==> config.mk <==
export PLATFORM = sky130hd
export DESIGN_NAME = bod_decoder
export DESIGN_NICKNAME = d
export VERILOG_FILES = /design/src/hdl/bod_pkg.sv /design/src/hdl/bod_alu.sv /design/src/hdl/bod_decoder.sv
export SDC_FILE = /design/constraint.sdc
export NUM_CORES = 1
export LEC_CHECK = 0
export ABC_CLOCK_PERIOD_IN_PS = 7400
export BUFFER_PORTS_ARGS = -buffer_cell sky130_fd_sc_hd__buf_2
export CORE_MARGIN = 1
export CORE_UTILIZATION = 50
export DETAILED_ROUTE_END_ITERATION = 10
export GPL_TIMING_DRIVEN = 0
export PLACE_DENSITY_LB_ADDON = 0.2
export SETUP_SLACK_MARGIN = 0.4
export SLEW_MARGIN = 20
export SYNTH_ARGS = -nofsm -noshare
export SYNTH_HDL_FRONTEND = slang
export SYNTH_SLANG_ARGS = --single-unit
==> constraint.sdc <==
create_clock -name ref_clk -period 7.4 [get_ports ref_clk]
set_clock_uncertainty 0.1 [all_clocks]
set_input_delay 1.11 -clock ref_clk [delete_from_list [all_inputs] [get_ports ref_clk]]
set_output_delay 1.11 -clock ref_clk [all_outputs]
set_load 0.05 [all_outputs]
==> src/hdl/bod_pkg.sv <==
package bod_pkg;

  // widths
  localparam int INST_W = 14;
  localparam int DATA_W = 8;
  localparam int FADR_W = 7;
  localparam int PC_W   = 13;
  localparam int BADR_W = 4;
  localparam int BDAT_W = 16;
  localparam int CNT_W  = 16;

  // instruction field positions
  localparam int GRP_HI  = 13;
  localparam int GRP_LO  = 12;
  localparam int OPC_HI  = 11;
  localparam int OPC_LO  = 8;
  localparam int DST_BIT = 7;
  localparam int FAD_HI  = 6;
  localparam int NIB_HI  = 3;

  localparam logic [1:0] GRP_BYTE = 2'h0;
  localparam logic [3:0] NIB_ZERO = 4'h0;

  // byte-oriented opcodes
  localparam logic [3:0] OPC_ZERO  = 4'h0;
  localparam logic [3:0] OPC_CLR   = 4'h1;
  localparam logic [3:0] OPC_DEC   = 4'h3;
  localparam logic [3:0] OPC_IOR   = 4'h4;
  localparam logic [3:0] OPC_AND   = 4'h5;
  localparam logic [3:0] OPC_ADD   = 4'h7;
  localparam logic [3:0] OPC_MOV   = 4'h8;
  localparam logic [3:0] OPC_COM   = 4'h9;
  localparam logic [3:0] OPC_INC   = 4'hA;
  localparam logic [3:0] OPC_DECSZ = 4'hB;
  localparam logic [3:0] OPC_ROL   = 4'hD;
  localparam logic [3:0] OPC_INCSZ = 4'hF;

  // register map
  localparam logic [BADR_W-1:0] REG_CTRL = 4'h0;
  localparam logic [BADR_W-1:0] REG_STAT = 4'h4;
  localparam logic [BADR_W-1:0] REG_ICNT = 4'h8;
  localparam logic [BADR_W-1:0] REG_SCNT = 4'hC;
  localparam logic              CTRL_RST = 1'b1;
  localparam int                STAT_OP_LO = 4;

  // alu operations, one-hot
  typedef enum logic [10:0] {
    BOD_OP_NOP = 11'h001,
    BOD_OP_ADD = 11'h002,
    BOD_OP_AND = 11'h004,
    BOD_OP_CLR = 11'h008,
    BOD_OP_COM = 11'h010,
    BOD_OP_DEC = 11'h020,
    BOD_OP_INC = 11'h040,
    BOD_OP_IOR = 11'h080,
    BOD_OP_MOV = 11'h100,
    BOD_OP_STW = 11'h200,
    BOD_OP_ROL = 11'h400
  } bod_op_t;

  typedef struct packed {
    logic c;
    logic dc;
    logic z;
  } bod_flags_t;

  typedef struct packed {
    bod_op_t    op;
    logic       dest_file;
    bod_flags_t upd;
    logic       skip_op;
    logic       ours;
  } bod_dec_t;

  typedef enum logic [1:0] {
    BOD_ST_RUN  = 2'h1,
    BOD_ST_KILL = 2'h2
  } bod_state_t;

endpackage

==> src/hdl/bod_alu.sv <==
`timescale 1ns/1ns
module bod_alu
  import bod_pkg::*;
(
  input  bod_pkg::bod_op_t             op,
  input  logic [bod_pkg::DATA_W-1:0]   w_val,
  input  logic [bod_pkg::DATA_W-1:0]   file_val,
  input  logic                         carry_in,
  output logic [bod_pkg::DATA_W-1:0]   res,
  output bod_pkg::bod_flags_t          flg
);

  logic [DATA_W:0] sum;
  logic [4:0]      nib_sum;

  // carries of the add
  assign sum     = {1'b0, w_val} + {1'b0, file_val};
  assign nib_sum = {1'b0, w_val[NIB_HI:0]} + {1'b0, file_val[NIB_HI:0]};

  // result per operation
  always_comb
  begin
    res = file_val;
    flg.c = 1'b0;
    flg.dc = 1'b0;
    unique case (op)
      BOD_OP_ADD:
      begin
        res = sum[DATA_W-1:0];
        flg.c = sum[DATA_W];
        flg.dc = nib_sum[4];
      end
      BOD_OP_AND: res = w_val & file_val;
      BOD_OP_CLR: res = '0;
      BOD_OP_COM: res = ~file_val;
      BOD_OP_DEC: res = file_val - 8'h01;
      BOD_OP_INC: res = file_val + 8'h01;
      BOD_OP_IOR: res = w_val | file_val;
      BOD_OP_STW: res = w_val;
      BOD_OP_ROL:
      begin
        res = {file_val[DATA_W-2:0], carry_in};
        flg.c = file_val[DATA_W-1];
      end
      default: res = file_val;
    endcase
    flg.z = (res == '0);
  end

endmodule

==> src/hdl/bod_decoder.sv <==
// Added by the designer: the register offsets and the plain strobed port.
`timescale 1ns/1ns
module bod_decoder
  import bod_pkg::*;
(
  input  logic                         ref_clk,
  input  logic                         rst_n,
  input  logic [bod_pkg::BADR_W-1:0]   bus_addr,
  input  logic [bod_pkg::BDAT_W-1:0]   bus_wdata,
  input  logic                         bus_wr,
  input  logic                         bus_rd,
  output logic [bod_pkg::BDAT_W-1:0]   bus_rdata_q,
  input  logic                         inst_vld,
  input  logic [bod_pkg::INST_W-1:0]   inst,
  input  logic [bod_pkg::DATA_W-1:0]   w_val,
  input  logic [bod_pkg::DATA_W-1:0]   file_val,
  input  logic                         carry_val,
  input  logic                         irq_enter,
  input  logic [bod_pkg::PC_W-1:0]     ret_pc,
  output logic [bod_pkg::DATA_W-1:0]   res_q,
  output logic [bod_pkg::FADR_W-1:0]   file_addr_q,
  output logic                         file_we_q,
  output logic                         w_we_q,
  output bod_pkg::bod_flags_t          flags_q,
  output bod_pkg::bod_flags_t          flag_we_q,
  output logic                         skip_q,
  output logic                         other_vld_q,
  output logic [bod_pkg::INST_W-1:0]   other_inst_q,
  output logic                         push_q,
  output logic [bod_pkg::PC_W-1:0]     push_pc_q
);

  // byte-group decode of one word
  function automatic bod_dec_t decode_byte(input logic [INST_W-1:0] iw);
    bod_dec_t d;
    d = '0;
    d.op = BOD_OP_NOP;
    d.dest_file = iw[DST_BIT];
    if (iw[GRP_HI:GRP_LO] == GRP_BYTE)
    begin
      d.ours = 1'b1;
      case (iw[OPC_HI:OPC_LO])
        OPC_ADD:
        begin
          d.op = BOD_OP_ADD;
          d.upd = '{c: 1'b1, dc: 1'b1, z: 1'b1};
        end
        OPC_AND:
        begin
          d.op = BOD_OP_AND;
          d.upd.z = 1'b1;
        end
        OPC_CLR:
        begin
          d.op = BOD_OP_CLR;
          d.upd.z = 1'b1;
        end
        OPC_COM:
        begin
          d.op = BOD_OP_COM;
          d.upd.z = 1'b1;
        end
        OPC_DEC:
        begin
          d.op = BOD_OP_DEC;
          d.upd.z = 1'b1;
        end
        OPC_DECSZ:
        begin
          d.op = BOD_OP_DEC;
          d.skip_op = 1'b1;
        end
        OPC_INC:
        begin
          d.op = BOD_OP_INC;
          d.upd.z = 1'b1;
        end
        OPC_INCSZ:
        begin
          d.op = BOD_OP_INC;
          d.skip_op = 1'b1;
        end
        OPC_IOR:
        begin
          d.op = BOD_OP_IOR;
          d.upd.z = 1'b1;
        end
        OPC_MOV:
        begin
          d.op = BOD_OP_MOV;
          d.upd.z = 1'b1;
        end
        OPC_ROL:
        begin
          d.op = BOD_OP_ROL;
          d.upd.c = 1'b1;
        end
        OPC_ZERO:
        begin
          if (iw[DST_BIT])
            d.op = BOD_OP_STW;
          else if (iw[NIB_HI:0] == NIB_ZERO)
            d.op = BOD_OP_NOP;
          else
            d.ours = 1'b0;
        end
        default: d.ours = 1'b0;
      endcase
    end
    return d;
  endfunction

  bod_state_t            state_q, state_d;
  logic                  en_q;
  bod_op_t               last_op_q;
  logic [CNT_W-1:0]      icnt_q, icnt_d;
  logic [CNT_W-1:0]      scnt_q, scnt_d;
  bod_dec_t              dec;
  logic [DATA_W-1:0]     alu_res;
  bod_flags_t            alu_flg;
  logic                  take;
  logic                  exec;
  logic                  writes;
  logic                  skip_hit;
  logic                  pass;
  logic [3:0]            opc;
  logic [BDAT_W-1:0]     rd_val;
  logic [BDAT_W-1:0]     stat_val;

  // decode and qualify the word
  assign dec      = decode_byte(inst);
  assign opc      = inst[OPC_HI:OPC_LO];
  assign take     = inst_vld && !irq_enter;
  assign exec     = take && en_q && dec.ours && (state_q == BOD_ST_RUN);
  assign writes   = exec && (dec.op != BOD_OP_NOP);
  assign skip_hit = exec && dec.skip_op && alu_flg.z;
  assign pass     = take && (state_q == BOD_ST_RUN) && !(en_q && dec.ours);

  bod_alu u_alu (
    .op       (dec.op),
    .w_val    (w_val),
    .file_val (file_val),
    .carry_in (carry_val),
    .res      (alu_res),
    .flg      (alu_flg)
  );

  // skip state: the word after a met skip is thrown away
  always_comb
  begin
    state_d = state_q;
    unique case (state_q)
      BOD_ST_RUN:  if (skip_hit) state_d = BOD_ST_KILL;
      BOD_ST_KILL: if (take) state_d = BOD_ST_RUN;
      default:     state_d = BOD_ST_RUN;
    endcase
  end

  // counters, a bus write to a counter's offset clears that counter
  assign icnt_d = (bus_wr && bus_addr == REG_ICNT) ? '0 :
                  take ? icnt_q + 16'h0001 : icnt_q;
  assign scnt_d = (bus_wr && bus_addr == REG_SCNT) ? '0 :
                  skip_hit ? scnt_q + 16'h0001 : scnt_q;

  // register read selection
  assign stat_val = {1'b0, last_op_q, 2'b00, en_q, state_q == BOD_ST_KILL};
  assign rd_val   = (bus_addr == REG_CTRL) ? {{(BDAT_W-1){1'b0}}, en_q} :
                    (bus_addr == REG_STAT) ? stat_val :
                    (bus_addr == REG_ICNT) ? icnt_q :
                    (bus_addr == REG_SCNT) ? scnt_q : '0;

  // control and bus registers
  always_ff @(posedge ref_clk or negedge rst_n)
  begin
    if (!rst_n)
    begin
      state_q     <= BOD_ST_RUN;
      en_q        <= CTRL_RST;
      last_op_q   <= BOD_OP_NOP;
      icnt_q      <= '0;
      scnt_q      <= '0;
      bus_rdata_q <= '0;
    end
    else
    begin
      state_q     <= state_d;
      icnt_q      <= icnt_d;
      scnt_q      <= scnt_d;
      bus_rdata_q <= bus_rd ? rd_val : '0;
      if (bus_wr && bus_addr == REG_CTRL)
        en_q <= bus_wdata[0];
      if (exec)
        last_op_q <= dec.op;
    end
  end

  // execution outputs
  always_ff @(posedge ref_clk or negedge rst_n)
  begin
    if (!rst_n)
    begin
      res_q        <= '0;
      file_addr_q  <= '0;
      file_we_q    <= 1'b0;
      w_we_q       <= 1'b0;
      flags_q      <= '0;
      flag_we_q    <= '0;
      skip_q       <= 1'b0;
      other_vld_q  <= 1'b0;
      other_inst_q <= '0;
    end
    else
    begin
      res_q        <= alu_res;
      file_addr_q  <= inst[FAD_HI:0];
      file_we_q    <= writes && dec.dest_file;
      w_we_q       <= writes && !dec.dest_file;
      flags_q      <= alu_flg;
      flag_we_q    <= exec ? dec.upd : '0;
      skip_q       <= skip_hit;
      other_vld_q  <= pass;
      other_inst_q <= inst;
    end
  end

  // interrupt entry pushes the return address and nothing else
  always_ff @(posedge ref_clk or negedge rst_n)
  begin
    if (!rst_n)
    begin
      push_q    <= 1'b0;
      push_pc_q <= '0;
    end
    else
    begin
      push_q    <= irq_enter;
      push_pc_q <= ret_pc;
    end
  end
endmodule

# --- Word level (Yosys, flattened, before mapping) ---
# Cells that the tools add are included.
classes:
  n_bitwise: 3
  eq_ne: 28
  n_addsub: 6
  n_mux: 27
  reduce_logical: 32
ops:
  columns: ["operator", "count"]
  rows:
  - ["16-bit 2-to-1 mux", 9]
  - ["11-bit case mux with 10 select lines", 1]
  - ["8-bit case mux with 9 select lines", 1]
  - ["16-bit by 1-bit adder with 16-bit output (second input constant)", 2]
  - ["4-bit equality test (second input constant)", 8]
  - ["4-bit by 3-bit equality test with 1-bit output (second input constant)", 4]
  - ["1-bit logical AND", 15]
  - ["4-bit zero test", 3]
  - ["11-bit by 10-bit equality test with 1-bit output (second input constant)", 1]
  - ["11-bit equality test (second input constant)", 1]
  - ["11-bit by 2-bit equality test with 1-bit output (second input constant)", 1]
  - ["11-bit by 3-bit equality test with 1-bit output (second input constant)", 1]
  - ["11-bit by 4-bit equality test with 1-bit output (second input constant)", 1]
  - ["11-bit by 5-bit equality test with 1-bit output (second input constant)", 1]
  - ["11-bit by 6-bit equality test with 1-bit output (second input constant)", 1]
  - ["11-bit by 7-bit equality test with 1-bit output (second input constant)", 1]
  - ["11-bit by 8-bit equality test with 1-bit output (second input constant)", 1]
  - ["11-bit 2-to-1 mux", 1]
  - ["11-bit by 1-bit inequality test with 1-bit output (second input constant)", 1]
  - ["11-bit OR reduction", 1]
  - ["10-bit 2-to-1 mux", 1]
  - ["8-bit by 8-bit adder with 9-bit output", 1]
  - ["8-bit by 1-bit adder with 8-bit output (second input constant)", 1]
  - ["8-bit AND", 1]
  - ["22 further kinds", 37]
word_totals:
  out_inout_bits: 69
  inputBits: 70
  wordCells: 117
  register_bits: 115

# --- Logic depth before layout (Yosys ltp) ---
# Gate-level depths: netlist of run 1.
depth:
  depth_word: 11
  ltp_mapped: 16
  depth_no_buf: 13

# --- Hierarchy ---
# From an unflattened synthesis of run 1, not the netlist that was laid out.
hier_totals:
  cells_unflattened: 592
  area_unflattened_um2: 5994.5
modules_own_cells:
  columns: ["module", "area_each_um2", "cells_each", "seq_area_each_um2", "instances"]
  rows:
  - ["bod_decoder", 4493.1, 392, 2706.3, 1]
  - ["bod_alu", 1501.4, 200, 0.0, 1]

# --- Least setup slack after synthesis of run 1 ---
# Ideal clock, no wire load.
synth_timing:
  kind: "input port to flip-flop"
  startpoint: "in inst[11] (netlist bit)"
  endpoint: "reg scnt_q[15]"
  arrival_time_ns: 4.360
  setup_ns: 0.078
  path_buffers: 3
  setup_slack_ns: 2.862
  stages: 14
  required_ns: 7.222
  cell_sequence: "buf_2 > buf_1 > nand4_1 > ha_1 > a21o_1 > nand4_1 > nand3b_1 > xor2_1 > a221o_1 > nor4_4 > nand3_1 > buf_2 > or4_1 > a21oi_1"
synth_between:
  elab_chain_len: 9
  elab_cells_between_ends: 37
  classes_between: "eq/ne: 20; mux: 6; reduce/logical: 11"
synth_lines:
  columns: ["item", "line", "text"]
  rows:
  - ["from (decl)", "bod_decoder.sv:14", "input logic [bod_pkg::INST_W-1:0] inst,"]
  - ["4-bit equality test / 4-bit by 2-bit equality test with 1-bit output (equally long branches)", "bod_decoder.sv:42", "case (iw[OPC_HI:OPC_LO])"]
  - ["2-bit OR reduction (no line)", null, null]
  - ["11-bit case mux with 10 select lines (*)", "bod_decoder.sv:42", null]
  - ["11-bit 2-to-1 mux (*)", "bod_decoder.sv:39", "if (iw[GRP_HI:GRP_LO] == GRP_BYTE)"]
  - ["11-bit equality test, or another cell as far along", "bod_alu.sv:26", "unique case (op)"]
  - ["8-bit case mux with 9 select lines (*)", "bod_alu.sv:26", null]
  - ["net alu_res[5]", "bod_decoder.sv:119", "logic [DATA_W-1:0] alu_res;"]
  - ["8-bit zero test (*)", "bod_alu.sv:47", "flg.z = (res == '0);"]
  - ["1-bit logical AND (*)", "bod_decoder.sv:136", "assign skip_hit = exec && dec.skip_op && alu_flg.z;"]
  - ["2-bit nonzero test (no line) (*)", null, null]
  - ["to (signal assigned)", "bod_decoder.sv:188", "scnt_q <= scnt_d;"]
  - ["to (decl)", "bod_decoder.sv:117", "logic [CNT_W-1:0] scnt_q, scnt_d;"]
# Mark *: on every way through the listed nets, which the timed path passes. The rest lies on a longest branch.
# A chain may end at the register's enable or synchronous reset.

# --- Final worst setup path of run 1 ---
layout_timing:
  startpoint: "in inst[11] (netlist bit)"
  endpoint: "reg scnt_q[10]"
layout_between:
  elab_chain_len: 9
  elab_cells_between_ends: 37
  classes_between: "eq/ne: 20; mux: 6; reduce/logical: 11"
layout_lines:
  columns: ["item", "line"]
  rows:
  - ["4-bit equality test, or another cell as far along", "bod_decoder.sv:42"]
  - ["2-bit OR reduction (no line) / 11-bit OR reduction (equally long branches)", null]
  - ["11-bit case mux with 10 select lines / 1-bit case mux with 2 select lines (equally long branches)", "bod_decoder.sv:42"]
  - ["11-bit 2-to-1 mux / 5-bit 2-to-1 mux (equally long branches)", "bod_decoder.sv:39"]
  - ["11-bit equality test, or another cell as far along", "bod_alu.sv:26"]
  - ["8-bit case mux with 9 select lines / 1-bit logical AND (equally long branches)", "bod_alu.sv:26, bod_decoder.sv:134"]
  - ["8-bit zero test / 1-bit logical AND (equally long branches)", "bod_alu.sv:47, bod_decoder.sv:136"]
  - ["1-bit logical AND (*)", "bod_decoder.sv:136"]
  - ["2-bit nonzero test (no line) (*)", null]
# Mark *: on every way between the ends. The rest lies on a longest branch, timed or not.

==> results of run 1 <==
worst max path at each step:
stage	slack, ps	from	cells after the start	end
final	2150	inst[11]	16	scnt_q[10]
after floorplan	2860	inst[11]	14	scnt_q[15]
after CTS	2150	inst[11]	16	scnt_q[9]
after global routing	1660	inst[11]	16	scnt_q[9]
after detailed placement	1780	inst[11]	16	scnt_q[9]
after global placement	1910	inst[11]	16	scnt_q[12]
registers in the layout, indices dropped and copies added, names as in the netlist:
register      cells
other_vld_q       1
res_q             8
other_inst_q     14
bus_rdata_q      16
skip_q            1
flag_we_q         3
flags_q           3
push_pc_q        13
push_q            1
en_q              1
state_q           2
icnt_q           16
file_we_q         1
scnt_q           16
last_op_q        11
w_we_q            1
area by class of cell:
type	instances	share of cell area
repair buffers	124	0.0956
flip-flops and latches	108	0.398
multi-input cells	422	0.400
plain buffers	31	0.0236
inverters	25	0.0138
well taps	140	0.0258
clock buffers	9	0.0331
clock inverters	7	0.00994
kinds of logic after synthesis:
kind of cell,after synthesis,synth area share
AND/OR/NAND/NOR,233,0.214
AO/OA/AOI/OAI,130,0.150
flip-flops,108,0.478
buffers and inverters,56,0.0448
adder cells (fa/ha/maj),27,0.0619
XOR/XNOR,25,0.0387
multiplexers,7,0.0130
Yosys cell counts (all sizes together) (5+ instances only):
| library cell | instances | area (um^2) |
|---|---|---|
| nor2b | 6 | 37.5 |
| nand3 | 21 | 105 |
| a211oi | 6 | 45.0 |
| ha | 24 | 300 |
| buf | 16 | 104 |
| nand4 | 13 | 81.3 |
| nand2b | 24 | 150 |
| nor4 | 5 | 46.3 |
| and3 | 6 | 37.5 |
| xor2 | 13 | 114 |
| o21ai | 35 | 175 |
| inv | 24 | 90.1 |
| or3 | 15 | 93.8 |
| xnor2 | 12 | 105 |
| a21o | 6 | 45.0 |
| clkbuf | 15 | 56.3 |
| nand2 | 45 | 169 |
| a22oi | 19 | 143 |
| dfrtp | 105 | 2630 |
| a21oi | 30 | 150 |
| nor3 | 16 | 80.1 |
| nor2 | 55 | 206 |
power groups by stage:
stage / logic [mW] / clock network (mW) / registers [mW]
global route: 0.276 / 0.501 / 0.656
finish: 0.253 / 0.470 / 0.651
CTS: 0.252 / 0.477 / 0.651
global placement: 0.242 / 0 / 0.661
floorplan: 0.117 / 0 / 0.706
detailed placement: 0.251 / 0 / 0.662
routing by layer:
metal,share of wire,track usage,up-vias
met5,0,0,-
met4,0.022,0.0946,0
met3,0.069,0.0392,32
met2,0.46,0.423,224
met1,0.45,0.369,2418
li1,-,-,2359
worst register-to-register path: stages (launching register included):
cell and delay (ps):
sky130_fd_sc_hd__dfstp_2 530, sky130_fd_sc_hd__and3b_1 210, sky130_fd_sc_hd__nand4_1 350, sky130_fd_sc_hd__a211oi_1 410, sky130_fd_sc_hd__nand3_1 180, sky130_fd_sc_hd__clkbuf_1 260
sky130_fd_sc_hd__clkbuf_1 330, sky130_fd_sc_hd__o21ai_0 250, sky130_fd_sc_hd__a21oi_1 90
stage by stage:
| stage | utilization | instances | setup WS (ps) |
|---|---|---|---|
| final | 0.621 | 866 | 2150 |
| after floorplan | - | 586 | 2860 |
| after CTS | 0.621 | 866 | 2150 |
| after detailed placement | 0.594 | 850 | 1780 |
| after global placement | 0.590 | 849 | 1910 |
| after global routing | 0.621 | 866 | 1660 |
==> flow_summary.toml, run 1 <==
[outcome]
outcome = "complete, no violations"

[power_and_ir_drop]
pwr-share-comb = 0.184
power-per-cell-area_nw_per_um2 = 202
swShare = 0.313
power.net_switching_mw = 0.430
seqPwrFrac = 0.474
totalPowerFinal_mw = 1.37
power_report.internal_total_mw = 0.944
p_leak_nw = 3.27
clockPowerShare = 0.342
vdd_ir_drop_max_v = 0.000151

[cells_and_area]
area.sequential_um2 = 2710
area_of_the_multi_input_gates_um2 = 2720
syn2layout_area_growth_pct = 19.9
finalInstanceArea_um2 = 6790
layout-drive-gt1-share = 0.229
fin_nets = 817
fill_cells = 919
most_common_library_cell_in_the_layout_ignoring_fill_and_taps = "sky130_fd_sc_hd__buf_2"
n_antenna_cell = 0
final_cell_mix = "sky130_fd_sc_hd__buf_2, sky130_fd_sc_hd__dfrtp_1, sky130_fd_sc_hd__nor2_1"

[sta]
worst_slew_margin_rel = 0.257
final.period_utilization = 0.710
setup_violations = 0
clock.fmax_mhz = 190
post-route-min-period_ps = 5250
grt_setup_unrepaired = "false"
hold_viol_final = 0
fin_worst_hold_slack_ps = 382
final-max-slew-violation-count = 0
timing_worst_slew_pin_value_ps = 1100
setup_tns_ps = 0

[logic_synthesis]
synth.net_count = 682
synth-seq-cells = 108
async_flop_share = 1.00
synth.yosys.seq_area_share = 0.478
netlist_area_um2 = 5660
number_of_warnings_reported_in_the_yosys_synthesis_log = 0
most_used_flip_flop_cell_after_synthesis = "sky130_fd_sc_hd__dfrtp_1"
unique_cell_type_count_in_the_yosys_netlist = 64
syn_area_per_cell_um2 = 9.67
post_synth_inst_count = 586
synth_enable_flop_cells = 0

[worst_setup_path]
worstSetupEndpointType = "flip-flop"
worstSetupPathType = "input port to flip-flop"
path_cells = "buf_2 > buf_2 > buf_1 > nand4_1 > ha_1 > or2_2 > o221ai_1 > nand2b_1 > a21oi_1 > xnor2_1 > a211oi_1 > nand3_1 > clkbuf_1 > clkbuf_1 > o21ai_0 > a21oi_1"
critical-path-slowest-cell = "sky130_fd_sc_hd__nand4_1"
worst-r2r-cell-count = 8
crit_path_max_incr_delay_ps = 520
critPathTopFamily = "buffers and inverters"
rr_endpoint = "scnt_q[10]"
reg2reg_from = "state_q[0]"
cp_data_arrival_time_ps = 5370
largest_fanout_of_any_net_on_the_critical_path = 10
worst_ep_required_time_ps = 7520
start_kind = "input port"
ff2ff_setup_slack_ps = 4570
critical_path_buf_inv_count = 5

[floorplanning]
start_util = 0.518
die_area_um2 = 11800
rows = 38
io-pin-count = 139
chipHeight_um = 108
placeableCoreArea_um2 = 10900
die_w_um = 108

[drt]
antenna_violating_nets_post_route = 0
first_iter_violations = 271
detailroute.via_count = 5033
remaining_drc_errors = 0
detail_route.wl_per_cell_um = 17.3
first_pass_iters = 5
avgViaCountPerCell = 5.81
routed_wirelength_um = 14900

[global_route]
grt_overflow_total = 0
grt_antenna_before_repair = 0
grtUsageTotal = 0.266
grt_first_pass_wirelength_um = 24100
grt_pass1_vias = 4882
grt_start_max_net_pins = 61

[place]
finalWeightedCongestion = 0.994
port-buffer-count = 123
dp_hpwl_um = 11300
placed_cell_area_um2 = 6490

[min_path]
hold_path_depth = 2
holdPathEnd = "last_op_q[3]"
hold_path_startpoint = "last_op_q[3]"
hold_path.class = "flip-flop to flip-flop"

[clocking]
htree_levels = 3
post_cts_resized = 0
ctsRootBufferMaster = "sky130_fd_sc_hd__clkbuf_16"
holdBufCountCts = 0
post_cts_setup_buffer_count = 0
insertion_delay_to_the_later_sink_of_the_worst_skew_pair_ps = 350
clock_sinks = 108
cts_tree = "built"
path_clk_slew_ps = 80
cts_buffers = 9
cts_max_path_buffers = 2

[run]
number_of_maximum_capacitance_violations = 0
Note: power is estimated with default switching activity, not from simulation.
==> run 2, diff against run 1 <==
--- a/config.mk
+++ b/config.mk
@@ -5,7 +5,7 @@
 export SDC_FILE = /design/constraint.sdc
 export NUM_CORES = 1
 export LEC_CHECK = 0
-export ABC_CLOCK_PERIOD_IN_PS = 7400
+export ABC_CLOCK_PERIOD_IN_PS = 4900
 export BUFFER_PORTS_ARGS = -buffer_cell sky130_fd_sc_hd__buf_2
 export CORE_MARGIN = 1
 export CORE_UTILIZATION = 50
==> constraint.sdc (replaced) <==
create_clock -name ref_clk -period 4.9 [get_ports ref_clk]
set_clock_uncertainty 0.1 [all_clocks]
set_input_delay 0.735 -clock ref_clk [delete_from_list [all_inputs] [get_ports ref_clk]]
set_output_delay 0.735 -clock ref_clk [all_outputs]
set_load 0.05 [all_outputs]
==> run 2 against run 1 <==
Wire length grew 0.43%. Cell count grew 0.23%. Via count fell by 1.2%. Die area did not move. Clock-buffer cell count is the same. Worst hold slack got worse by 180 ps. Cell area up 0.42%. Sequential power is 51% higher. Critical path type unchanged. Critical endpoint is now scnt_q[15].
==> flow_summary.toml, run 2 (synthesis results as in run 1) <==
[cells_and_area]
syn2layout_area_growth_pct = 20.5
most_common_library_cell_in_the_layout_ignoring_fill_and_taps = "sky130_fd_sc_hd__buf_2"
final_util = 0.624
finalInstanceArea_um2 = 6820
fin_nets = 819
final_cell_mix = "sky130_fd_sc_hd__buf_2, sky130_fd_sc_hd__dfrtp_1, sky130_fd_sc_hd__nor2_1"
fill_cells = 914
reg_top3 = "bus_rdata_q (16), icnt_q (16), scnt_q (16)"
layout-drive-gt1-share = 0.236
n_antenna_cell = 0

[floorplanning]
die_area_um2 = 11800
die_w_um = 108
io-pin-count = 139
placeableCoreArea_um2 = 10900
chipHeight_um = 108
rows = 38
start_util = 0.518

[global_route]
grt_antenna_before_repair = 0
grt_first_pass_wirelength_um = 24100
grt_pass1_vias = 4890
grtUsageTotal = 0.266
grt_overflow_total = 0
grt_start_max_net_pins = 61

[clocking]
ctsRootBufferMaster = "sky130_fd_sc_hd__clkbuf_16"
cts_max_path_buffers = 2
clock_sinks = 108
cts_tree = "built"
cts_buffers = 9
holdBufCountCts = 0
insertion_delay_to_the_later_sink_of_the_worst_skew_pair_ps = 350
path_clk_slew_ps = 70
htree_levels = 3

[sta]
final-max-slew-violation-count = 0
grt_setup_unrepaired = "false"
timing_worst_slew_pin_value_ps = 1090
fin_worst_hold_slack_ps = 205
post-route-min-period_ps = 4170
worst_slew_margin_rel = 0.263
final.period_utilization = 0.852
clock.fmax_mhz = 240
setup_violations = 0
hold_viol_final = 0

[worst_setup_path]
worstSetupEndpointType = "flip-flop"
largest_fanout_of_any_net_on_the_critical_path = 10
cp_data_arrival_time_ps = 4350
critical-path-top-cell-by-count = "sky130_fd_sc_hd__buf_2"
start_kind = "input port"
critPathTopFamily = "simple AND/OR/NAND/NOR gates"
critical-path-slowest-cell = "sky130_fd_sc_hd__or4_1"
worstSetupPathType = "input port to flip-flop"
worst_ep_required_time_ps = 5080
path_cells = "buf_2 > buf_2 > clkbuf_2 > nand4_1 > buf_4 > buf_4 > inv_1 > fa_1 > nor2b_1 > o221ai_1 > a311oi_2 > a22oi_1 > nor4_4 > nand3_1 > buf_2 > or4_1 > a21oi_1"
crit_path_max_incr_delay_ps = 500
critical_path_buf_inv_count = 7

[place]
dp_hpwl_um = 11300
finalWeightedCongestion = 0.994
placed_cell_area_um2 = 6490
port-buffer-count = 123

[drt]
detailroute.via_count = 4973
first_iter_violations = 285
routed_wirelength_um = 15000
avgViaCountPerCell = 5.73
detail_route.wl_per_cell_um = 17.3
remaining_drc_errors = 0
antenna_violating_nets_post_route = 0
first_pass_iters = 5

[power_and_ir_drop]
vdd_ir_drop_max_v = 0.000227
power-per-cell-area_nw_per_um2 = 304
totalPowerFinal_mw = 2.08
p_leak_nw = 3.28

[outcome]
outcome = "complete, no violations"

[run]
number_of_maximum_capacitance_violations = 0

[min_path]
hold_path.class = "input port to async pin"
run 2: routing by layer:
layer	up-vias	global-route usage	routed length [um]
li1	2365	-	-
met5	-	0	0
met1	2356	0.371	6680
met3	28	0.0392	1110
met2	224	0.423	6940
met4	0	0.0946	286
run 2: power breakdown:
group          total (mW)  switching, mW  internal [mW]
sequential          0.983         0.0402          0.943
clock               0.710          0.352          0.358
combinational       0.383          0.258          0.125
total                2.08          0.650           1.43
run 2: stage by stage:
stage	std cells	setup WS, ps	setup TNS (ps)
6_report	868	725	0
5_1_grt	868	419	0
4_1_cts	868	431	0
3_5_place_dp	850	-345	-3650
3_3_place_gp	849	-220	-1770
2_1_floorplan	586	737	0
run 2: final timing paths:
kind | end | from | depth (start not counted) | slack, ps
worst max-delay path | scnt_q[15] | inst[11] | 17 | 730
worst min-delay path | icnt_q[0] | rst_n | 1 | 200
worst max register to register | scnt_q[15] | state_q[0] | 7 | 2160
worst min register to register | last_op_q[3] | last_op_q[3] | 2 | 380
max in group asynchronous | last_op_q[0] | rst_n | 2 | 3800
min in group ref_clk | last_op_q[3] | last_op_q[3] | 2 | 380
run 2: what timing repair did:
item,4_1_cts,5_1_grt
resized for setup,0,6
pin swaps,1,1
buffers inserted,2,0
endpoints found under the setup margin,18,18
run 2: layout make-up:
type,count,area [um^2],area share
Clock buffer,9,225,0.0330
Clock inverter,7,67.6,0.00990
Tap cell,140,175,0.0257
Multi-Input combinational cell,422,2730,0.400
Sequential cell,108,2710,0.397
Inverter,25,93.8,0.0138
Buffer,31,163,0.0238
Timing Repair Buffer,126,664,0.0974
